**src/cit_pkg.sv**
```systemverilog
/*
 * instruction timing package and the two-flop synchroniser used by the
 * timing core. assumes one clock (clk, 20 MHz) and an active-high
 * asynchronous reset; the synchroniser stalls with the core's clock enable.
 */
// Summary of operation
// RL1 - cycle count from format and modes only; the single operand cost here also depends on the sub-opcode (bits 9:7)
// RL2 - interrupt return 5 cycles, entry 6 cycles
// RL3 - watchdog or pin reset sequences 4 cycles
// RL4 - shift group costs 1, 3, 4 cycles
// RL5 - push costs 3, 4, 5 cycles
// RL6 - call costs 4 or 5 cycles
// RL7 - single operand is 1 or 2 words
// RL8 - program never uses shift group immediate
// RL9 - every jump is 1 word, 2 cycles
// RL10 - register source: 1/2/4 cycles, 1/1/2 words
// RL11 - indirect source: 2/2/5 cycles, 1/1/2 words
// RL12 - autoincrement and immediate source cost table
// RL13 - indexed source: 3/3/6 cycles, 2/2/3 words
// RL14 - 1xxx decodes the single operand group
// RL15 - 20xx to 3Cxx decode eight jumps
// RL16 - 4xxx to Fxxx decode twelve double operations
// RL17 - byte forms cost as word forms
package cit_pkg;

    // instruction field positions
    localparam int PFX1_HI = 15;
    localparam int PFX1_LO = 10;
    localparam int PFXJ_LO = 13;
    localparam int TOP_LO  = 12;
    localparam int SREG_HI = 11;
    localparam int SREG_LO = 8;
    localparam int SUB_HI  = 9;
    localparam int SUB_LO  = 7;
    localparam int COND_HI = 12;
    localparam int COND_LO = 10;
    localparam int AD_BIT  = 7;
    localparam int BW_BIT  = 6;
    localparam int AS_HI   = 5;
    localparam int AS_LO   = 4;
    localparam int DREG_HI = 3;
    localparam int DREG_LO = 0;

    // opcode prefixes
    localparam logic [5:0] SINGLE_PFX = 6'h04;
    localparam logic [2:0] JUMP_PFX   = 3'h1;
    localparam logic [3:0] DOUBLE_MIN = 4'h4;
    localparam logic [3:0] REG_PC     = 4'h0;
    localparam logic       OP_PAD     = 1'h0;

    // single operand sub-opcodes (bits 9:7)
    localparam logic [2:0] SUB_ROT  = 3'h0;
    localparam logic [2:0] SUB_SWAP = 3'h1;
    localparam logic [2:0] SUB_ASR  = 3'h2;
    localparam logic [2:0] SUB_SEXT = 3'h3;
    localparam logic [2:0] SUB_PUSH = 3'h4;
    localparam logic [2:0] SUB_CALL = 3'h5;
    localparam logic [2:0] SUB_RETURN_FROM_INTERRUPT = 3'h6;
    localparam logic [2:0] SUB_NONE = 3'h7;

    // source addressing field values
    localparam logic [1:0] AS_REG = 2'h0;
    localparam logic [1:0] AS_IDX = 2'h1;
    localparam logic [1:0] AS_IND = 2'h2;

    typedef enum logic [2:0]
    {
        MODE_REG  = 3'h0,
        MODE_IND  = 3'h1,
        MODE_AINC = 3'h2,
        MODE_IMM  = 3'h3,
        MODE_IDX  = 3'h4
    } cit_mode_e;

    typedef enum logic [1:0]
    {
        DST_REG = 2'h0,
        DST_PC  = 2'h1,
        DST_MEM = 2'h2
    } cit_dst_e;

    typedef enum logic [2:0]
    {
        FMT_NONE    = 3'h0,
        FMT_SINGLE  = 3'h1,
        FMT_JUMP    = 3'h2,
        FMT_DOUBLE  = 3'h3,
        FMT_ILLEGAL = 3'h4
    } cit_fmt_e;

    typedef enum logic [1:0]
    {
        ST_RESET = 2'h0,
        ST_IDLE  = 2'h1,
        ST_EXEC  = 2'h3,
        ST_IRQ   = 2'h2
    } cit_state_e;

    // fixed costs in clk cycles and code words
    localparam logic [2:0] CYC_RETURN_FROM_INTERRUPT  = 3'h5;
    localparam logic [1:0] WRD_RETURN_FROM_INTERRUPT  = 2'h1;
    localparam logic [2:0] CYC_IRQ   = 3'h6;
    localparam logic [2:0] CYC_RESET = 3'h4;
    localparam logic [2:0] CYC_JUMP  = 3'h2;
    localparam logic [1:0] WRD_JUMP  = 2'h1;
    localparam logic [2:0] CYC_ILL   = 3'h1;
    localparam logic [1:0] WRD_ILL   = 2'h1;
    localparam logic [2:0] CNT_ONE   = 3'h1;

    // single operand costs indexed by source mode: reg, ind, ainc, imm, idx
    // the shift group immediate entry is a don't-care filler
    localparam logic [2:0] CYC_SHIFT [5] = '{3'h1, 3'h3, 3'h3, 3'h4, 3'h4};
    localparam logic [2:0] CYC_PUSH  [5] = '{3'h3, 3'h4, 3'h5, 3'h4, 3'h5};
    localparam logic [2:0] CYC_CALL  [5] = '{3'h4, 3'h4, 3'h5, 3'h5, 3'h5};
    localparam logic [1:0] WRD_SGL   [5] = '{2'h1, 2'h1, 2'h1, 2'h2, 2'h2};

    // double operand costs [source mode][reg, pc, memory destination]
    localparam logic [2:0] CYC_DBL [5][3] = '{
        '{3'h1, 3'h2, 3'h4},
        '{3'h2, 3'h2, 3'h5},
        '{3'h2, 3'h3, 3'h5},
        '{3'h2, 3'h3, 3'h5},
        '{3'h3, 3'h3, 3'h6}};
    localparam logic [1:0] WRD_DBL [5][3] = '{
        '{2'h1, 2'h1, 2'h2},
        '{2'h1, 2'h1, 2'h2},
        '{2'h1, 2'h1, 2'h2},
        '{2'h2, 2'h2, 2'h3},
        '{2'h2, 2'h2, 2'h3}};

endpackage

// two-flop synchroniser for a level from outside the clock domain
module cit_sync
(
    input  wire logic clk,
    input  wire logic sys_rst,
    input  wire logic clk_en,
    input  wire logic async_in,
    output logic      sync_out
);

    logic meta_q;

    // first flop feeds only the second
    always_ff @(posedge clk or posedge sys_rst)
    begin
        if (sys_rst)
        begin
            meta_q   <= 1'b0;
            sync_out <= 1'b0;
        end
        else if (clk_en)
        begin
            meta_q   <= async_in;
            sync_out <= meta_q;
        end
    end

endmodule

```
**src/cit_core.sv**
```systemverilog
/*
 * instruction timing core: classifies each instruction word by format,
 * works out its clk cycle count and code length from the addressing
 * modes, and sequences reset, interrupt entry and execution slots.
 * assumes instruction words, watchdog reset and interrupt request come
 * from logic on clk; the reset/nmi pin is asynchronous and synchronised.
 */
module cit_core
(
    input  wire logic          clk,
    input  wire logic          sys_rst,
    input  wire logic          clk_en,
    input  wire logic [15:0]   instr_word,
    input  wire logic          instr_valid,
    input  wire logic          irq_req,
    input  wire logic          watchdog_timer_rst,
    input  wire logic          rst_nmi_pin,
    output logic               instr_ready,
    output cit_pkg::cit_fmt_e  fmt_q,
    output logic [3:0]         op_q,
    output logic               byte_q,
    output cit_pkg::cit_mode_e mode_q,
    output cit_pkg::cit_dst_e  dst_q,
    output logic [2:0]         cycles_q,
    output logic [1:0]         words_q,
    output logic               illegal_q,
    output logic               unpredictable_q,
    output logic               done_q,
    output logic               irq_ack_q,
    output logic               reset_done_q,
    output cit_pkg::cit_state_e state_q
);

    logic                pin_sync;
    logic                reset_hold;
    logic                idle;
    logic                irq_take;
    logic                accept;
    logic                is_single;
    logic                is_jump;
    logic                is_double;
    logic                shift_grp;
    logic                single_bad;
    logic                illegal;
    logic [2:0]          dec_sub;
    logic [1:0]          src_as;
    logic [3:0]          src_reg;
    logic [3:0]          dst_reg;
    cit_pkg::cit_mode_e  src_mode;
    cit_pkg::cit_dst_e   dst_cls;
    cit_pkg::cit_fmt_e   dec_fmt;
    logic [3:0]          dec_op;
    logic [2:0]          sgl_cycles;
    logic [2:0]          dec_cycles;
    logic [1:0]          dec_words;
    cit_pkg::cit_state_e state_d;
    logic [2:0]          cnt_q;
    logic [2:0]          cnt_d;
    logic                done_d;
    logic                irq_ack_d;
    logic                reset_done_d;

    // reset/nmi pin crosses into clk before anything looks at it
    cit_sync u_pin_sync
    (
        .clk      (clk),
        .sys_rst  (sys_rst),
        .clk_en   (clk_en),
        .async_in (rst_nmi_pin),
        .sync_out (pin_sync)
    );

    // either reset source holds the sequencer at its start
    assign reset_hold = pin_sync | watchdog_timer_rst; // RL3

    // slot arbitration: reset over interrupt over instruction
    assign idle        = (state_q == cit_pkg::ST_IDLE);
    assign irq_take    = idle & irq_req & ~reset_hold;
    assign instr_ready = idle & ~irq_req & ~reset_hold;
    assign accept      = instr_ready & instr_valid;

    // format classification by opcode range
    assign is_single = (instr_word[cit_pkg::PFX1_HI:cit_pkg::PFX1_LO]
                        == cit_pkg::SINGLE_PFX); // RL14
    assign is_jump   = (instr_word[cit_pkg::PFX1_HI:cit_pkg::PFXJ_LO]
                        == cit_pkg::JUMP_PFX); // RL15
    assign is_double = (instr_word[cit_pkg::PFX1_HI:cit_pkg::TOP_LO]
                        >= cit_pkg::DOUBLE_MIN); // RL16

    // single operand sub-range and unused columns of the 1xxx row
    assign dec_sub    = instr_word[cit_pkg::SUB_HI:cit_pkg::SUB_LO]; // RL14
    assign shift_grp  = (dec_sub < cit_pkg::SUB_PUSH);
    assign single_bad = (dec_sub == cit_pkg::SUB_NONE)
                      | (instr_word[cit_pkg::BW_BIT]
                         & ((dec_sub == cit_pkg::SUB_SWAP)
                          | (dec_sub == cit_pkg::SUB_SEXT)
                          | (dec_sub == cit_pkg::SUB_CALL)
                          | (dec_sub == cit_pkg::SUB_RETURN_FROM_INTERRUPT)));
    assign illegal    = ~(is_single | is_jump | is_double)
                      | (is_single & single_bad);

    // source mode; single operand carries its operand in the low fields
    assign src_as   = instr_word[cit_pkg::AS_HI:cit_pkg::AS_LO];
    assign dst_reg  = instr_word[cit_pkg::DREG_HI:cit_pkg::DREG_LO];
    assign src_reg  = is_double ? instr_word[cit_pkg::SREG_HI:cit_pkg::SREG_LO]
                                : dst_reg;
    assign src_mode = (src_as == cit_pkg::AS_REG) ? cit_pkg::MODE_REG
                    : (src_as == cit_pkg::AS_IDX) ? cit_pkg::MODE_IDX
                    : (src_as == cit_pkg::AS_IND) ? cit_pkg::MODE_IND
                    : (src_reg == cit_pkg::REG_PC) ? cit_pkg::MODE_IMM
                    : cit_pkg::MODE_AINC;

    // destination class of a double operand instruction
    assign dst_cls = instr_word[cit_pkg::AD_BIT] ? cit_pkg::DST_MEM
                   : (dst_reg == cit_pkg::REG_PC) ? cit_pkg::DST_PC
                   : cit_pkg::DST_REG;

    // reported format and operation index
    assign dec_fmt = illegal   ? cit_pkg::FMT_ILLEGAL
                   : is_jump   ? cit_pkg::FMT_JUMP
                   : is_double ? cit_pkg::FMT_DOUBLE
                   : cit_pkg::FMT_SINGLE;
    assign dec_op  = is_double ? instr_word[cit_pkg::PFX1_HI:cit_pkg::TOP_LO] // RL16
                   : is_jump   ? {cit_pkg::OP_PAD,
                                  instr_word[cit_pkg::COND_HI:cit_pkg::COND_LO]} // RL15
                   : {cit_pkg::OP_PAD, dec_sub};

    // single operand cycles; the byte flag never enters a cost
    assign sgl_cycles = (dec_sub == cit_pkg::SUB_RETURN_FROM_INTERRUPT) ? cit_pkg::CYC_RETURN_FROM_INTERRUPT // RL2
                      : (dec_sub == cit_pkg::SUB_PUSH) ? cit_pkg::CYC_PUSH[src_mode] // RL5
                      : (dec_sub == cit_pkg::SUB_CALL) ? cit_pkg::CYC_CALL[src_mode] // RL6
                      : cit_pkg::CYC_SHIFT[src_mode]; // RL4 RL17

    // cost selection from format, modes and the single operand sub-range, never the double operation
    assign dec_cycles = illegal   ? cit_pkg::CYC_ILL
                      : is_jump   ? cit_pkg::CYC_JUMP // RL9
                      : is_double ? cit_pkg::CYC_DBL[src_mode][dst_cls] // RL1 RL10 RL11 RL12 RL13
                      : sgl_cycles; // RL1
    assign dec_words  = illegal   ? cit_pkg::WRD_ILL
                      : is_jump   ? cit_pkg::WRD_JUMP // RL9
                      : is_double ? cit_pkg::WRD_DBL[src_mode][dst_cls] // RL10 RL11 RL12 RL13
                      : (dec_sub == cit_pkg::SUB_RETURN_FROM_INTERRUPT) ? cit_pkg::WRD_RETURN_FROM_INTERRUPT // RL2
                      : cit_pkg::WRD_SGL[src_mode]; // RL7 RL17

    // sequencer: counts each slot down to its last cycle
    always_comb
    begin
        state_d      = state_q;
        cnt_d        = cnt_q;
        done_d       = 1'b0;
        irq_ack_d    = 1'b0;
        reset_done_d = 1'b0;
        if (reset_hold)
        begin
            state_d = cit_pkg::ST_RESET;
            cnt_d   = cit_pkg::CYC_RESET; // RL3
        end
        else
        begin
            case (state_q)
                cit_pkg::ST_RESET:
                begin
                    if (cnt_q == cit_pkg::CNT_ONE)
                    begin
                        state_d      = cit_pkg::ST_IDLE;
                        reset_done_d = 1'b1; // RL3
                    end
                    else
                    begin
                        cnt_d = cnt_q - cit_pkg::CNT_ONE;
                    end
                end
                cit_pkg::ST_IDLE:
                begin
                    if (irq_take)
                    begin
                        state_d = cit_pkg::ST_IRQ;
                        cnt_d   = cit_pkg::CYC_IRQ - cit_pkg::CNT_ONE; // RL2
                    end
                    else if (accept && (dec_cycles == cit_pkg::CNT_ONE))
                    begin
                        done_d = 1'b1;
                    end
                    else if (accept)
                    begin
                        state_d = cit_pkg::ST_EXEC;
                        cnt_d   = dec_cycles - cit_pkg::CNT_ONE; // RL1
                    end
                end
                cit_pkg::ST_EXEC:
                begin
                    if (cnt_q == cit_pkg::CNT_ONE)
                    begin
                        state_d = cit_pkg::ST_IDLE;
                        done_d  = 1'b1;
                    end
                    else
                    begin
                        cnt_d = cnt_q - cit_pkg::CNT_ONE;
                    end
                end
                cit_pkg::ST_IRQ:
                begin
                    if (cnt_q == cit_pkg::CNT_ONE)
                    begin
                        state_d   = cit_pkg::ST_IDLE;
                        irq_ack_d = 1'b1; // RL2
                    end
                    else
                    begin
                        cnt_d = cnt_q - cit_pkg::CNT_ONE;
                    end
                end
                default:
                begin
                    state_d = cit_pkg::ST_RESET;
                    cnt_d   = cit_pkg::CYC_RESET;
                end
            endcase
        end
    end

    // sequencer state and slot-end pulses
    always_ff @(posedge clk or posedge sys_rst)
    begin
        if (sys_rst)
        begin
            state_q      <= cit_pkg::ST_RESET;
            cnt_q        <= cit_pkg::CYC_RESET;
            done_q       <= 1'b0;
            irq_ack_q    <= 1'b0;
            reset_done_q <= 1'b0;
        end
        else if (clk_en)
        begin
            state_q      <= state_d;
            cnt_q        <= cnt_d;
            done_q       <= done_d;
            irq_ack_q    <= irq_ack_d;
            reset_done_q <= reset_done_d;
        end
    end

    // decode result captured when an instruction is taken
    always_ff @(posedge clk or posedge sys_rst)
    begin
        if (sys_rst)
        begin
            fmt_q           <= cit_pkg::FMT_NONE;
            op_q            <= 4'h0;
            byte_q          <= 1'b0;
            mode_q          <= cit_pkg::MODE_REG;
            dst_q           <= cit_pkg::DST_REG;
            cycles_q        <= 3'h0;
            words_q         <= 2'h0;
            illegal_q       <= 1'b0;
            unpredictable_q <= 1'b0;
        end
        else if (clk_en && accept)
        begin
            fmt_q           <= dec_fmt;
            op_q            <= dec_op;
            byte_q          <= instr_word[cit_pkg::BW_BIT];
            mode_q          <= src_mode;
            dst_q           <= dst_cls;
            cycles_q        <= dec_cycles;
            words_q         <= dec_words;
            illegal_q       <= illegal;
            unpredictable_q <= is_single & shift_grp
                               & (src_mode == cit_pkg::MODE_IMM); // RL8
        end
    end
endmodule

```
**config.mk**
```make
export PLATFORM = sky130hd
export DESIGN_NAME = cit_core
export DESIGN_NICKNAME = d
export VERILOG_FILES = /design/src/cit_pkg.sv /design/src/cit_core.sv
export SDC_FILE = /design/constraint.sdc
export NUM_CORES = 1
export LEC_CHECK = 0
export BUFFER_PORTS_ARGS = -buffer_cell sky130_fd_sc_hd__buf_4
export CAP_MARGIN = 20
export CORE_ASPECT_RATIO = 0.9
export CORE_UTILIZATION = 40
export CTS_BUF_LIST = sky130_fd_sc_hd__clkbuf_4
export CTS_CLUSTER_DIAMETER = 80
export DETAILED_ROUTE_END_ITERATION = 6
export GPL_TIMING_DRIVEN = 1
export PLACE_DENSITY_LB_ADDON = 0.12
export SYNTH_ARGS = -nofsm -noshare
export SYNTH_HDL_FRONTEND = slang
export SYNTH_SLANG_ARGS = --single-unit
```
**constraint.sdc**
```tcl
create_clock -name clk -period 2.7 [get_ports clk]
set_clock_uncertainty 0.1 [all_clocks]
set_input_delay 0.135 -clock clk [delete_from_list [all_inputs] [get_ports clk]]
set_output_delay 0.135 -clock clk [all_outputs]
set_load 0.005 [all_outputs]
```
==> impl_metrics.yaml <==
placement:
  dp_cells: 295
  gp_congestion: 0.882
  hpwl_um: 3150
  port_buffers: 48
global_routing:
  gr-total-overflow: 0
  antenna_found_initial: 0
  first_global_vias: 1491
  grt_max_degree: 30
  grt.total_usage_pct: 19.4
  grt_first_pass_wirelength_um: 6940
floorplan:
  start_util_pct: 42.2
  rows: 22
  ioPinCount: 49
  dieArea_um2: 4630
  core_um2: 4130
  die_width_um: 71.6
  die_h_um: 64.6
synth:
  synth_top_area_share_pct: 40.2
  yosys.area.top_type: "dfrtp_1"
  ys_types: 48
  ys_warn_count: 0
  synth_edf_count: 0
  async_flop_share_pct: 100
  ys_seq_area_share_pct: 41.7
  yosysMostFrequentCell: "nand2_1"
  syn-cell-area_um2: 1740
  ys_seq_elements: 29
  ys.flop_type: "dfrtp_1"
  synthTopCellsByCount: "nand2_1, dfrtp_1, o21ai_1, nor2_1, inv_1"
  syn_nets: 225
  synth_cells: 195
  avgSynthCellArea_um2: 8.94
  netlist_top_cells_area: "dfrtp_1, nand2_1, ha_1"
setup_path:
  cp-start-kind: "primary input"
  cp-end-kind: "flop"
  path_class: "primary input to flop"
  required_ns: 2.82
  path_max_fanout: 4
  arrival_ns: 2.71
route:
  dr.pass1.iters: 4
  viasPerCell: 5.21
  dr.first_iter.drc_count: 79
  routed_wl_um: 4110
  drc_errors: 0
  vias: 1616
  postRouteAntennaNets: 0
  wl_per_cell_um: 13.3
clock_network:
  clockRootBuffer: "clkbuf_4"
  cts_buffer_depth: 2
  clkSinkCount: 29
  cts_buffers: 5
  cts.htree.levels: 2
  insertion_delay_ns: 0.32
  clkTransAtPathRegs_ns: 0.09
  cts_tree: "yes"
timing:
  finalHoldViolCount: 0
  rsz0062_at_grt: "true"
  worstMarginPinSlew_ns: 0.355
  layout_min_cycle_time_ns: 2.59
  drv_slew: 0
  timing.final.crit_share_pct: 95.8
  relSlewSlack_pct: 76.1
  fmax_mhz: 386
  setup_viol: 0
power_and_ir_drop:
  p_leak_uw: 0.00116
  ir_drop_uv: 309
  power_uw: 1150
  p_per_area_nw_per_um2: 484
job:
  maxCapViolations: 0
cells_and_area:
  n_antenna_cell: 0
  area_growth_pct: 36.3
  drive_gt1_share_pct: 34.0
  fillers: 393
  num-nets-final: 292
  stdcell_count: 310
min_path:
  holdCritPathClass: "primary input to flop"
outcome:
  status: "complete, no violations"
[worst paths after layout]
path,start,end,slack (ns),depth (start not counted)
max reg2reg,state_q[0],unpredictable_q,0.74,4
max in group asynchronous,sys_rst,cnt_q[2],1.85,4
max,instr_word[11],state_q[1],0.11,16
min in group asynchronous,sys_rst,cycles_q[0],0.33,4
min reg2reg,cycles_q[0],cycles_q[0],0.39,2
min,instr_word[11],unpredictable_q,0.02,3
[power by group]
part	total [µW]	internal (µW)	switching, µW
combinational	361	194	167
sequential	541	497	44.4
clock	249	104	145
[metrics by stage]
step | util (%) | setup WS, ns | TNS, ns | area, µm² | hold WS, ns
floorplan | - | -0.0901 | -0.179 | 1750 | 0.112
global placement | 53.9 | -0.316 | -1.14 | 2230 | 0.136
detailed placement | 53.9 | -0.360 | -1.31 | 2230 | 0.145
CTS | 56.7 | 0.0401 | 0 | 2340 | 0.0194
global route | 57.6 | -0.0233 | -0.0537 | 2380 | 0.0243
finish | 57.6 | 0.112 | 0 | 2380 | 0.0185
[sequential cells by signal, summed over array words and instances, names as in the netlist, 2 cells and up]
name / flops
op_q: 4
cnt_q: 3
cycles_q: 3
fmt_q: 3
mode_q: 3
dst_q: 2
state_q: 2
words_q: 2
[placed cells by master, fill, tap and decap left out, drive strengths merged, types with 4 or more instances in the layout]
cell type / Yosys / routed
buf: 6 / 63
nand2: 31 / 31
dfrtp: 28 / 28
o21ai: 22 / 22
nor2: 14 / 14
inv: 10 / 10
a31oi: 7 / 7
ha: 7 / 7
a21oi: 6 / 6
nand2b: 6 / 6
clkbuf: 3 / 6
dlygate4sd3: 0 / 6
mux2: 4 / 4
mux2i: 4 / 4
nand3: 4 / 4
nor2b: 4 / 4
[metal layers]
metal | wire length (µm) | global-route usage, %
met5 | 0 | 0
met4 | 59 | 7.35
met3 | 209 | 4.67
met2 | 1750 | 29.0
met1 | 2090 | 27.2
[worst max-delay path, cell delays in order]
cell and delay, ns:
buf_4 0.11, or3_4 0.40, o311ai_4 0.22, nand2_2 0.11, ha_2 0.18, nor2_1 0.10, o2bb2ai_1 0.07, a211o_1 0.26
a31oi_2 0.14, inv_1 0.06, ha_2 0.18, nand3b_1 0.14, o21ai_1 0.10, a41o_1 0.19, o31ai_1 0.10, a32o_1 0.20
[what timing repair did]
item | 4_1_cts | 5_1_grt
setup buffers | 1 | 1
pin swaps | 2 | 1
hold buffers | 6 | 0
endpoints found under the setup margin | 1 | 4
resized for setup | 0 | 6
endpoints found under the hold margin | 33 | 0
[area by class of cell]
type / count / area (µm²) / share of cell area, %
Inverter: 10 / 37.5 / 1.58
Timing Repair Buffer: 69 / 533 / 22.4
Tap cell: 48 / 60.1 / 2.53
Sequential cell: 29 / 727 / 30.6
Multi-Input combinational cell: 147 / 971 / 40.8
Clock buffer: 6 / 45.0 / 1.89
Clock inverter: 1 / 3.75 / 0.158
[kinds of logic (layout without fill, tap and decap cells)]
logic type / count (synthesis) / in the layout / share of synthesized area (%)
XOR/XNOR: 2 / 2 / 1.00
AO/OA/AOI/OAI: 55 / 55 / 20.9
multiplexers: 8 / 8 / 4.88
adder cells (fa/ha/maj): 7 / 7 / 5.02
buffers and inverters: 19 / 86 / 4.66
AND/OR/NAND/NOR: 75 / 75 / 21.9
flip-flops: 29 / 29 / 41.7
(Power assumes the default switching activity.)
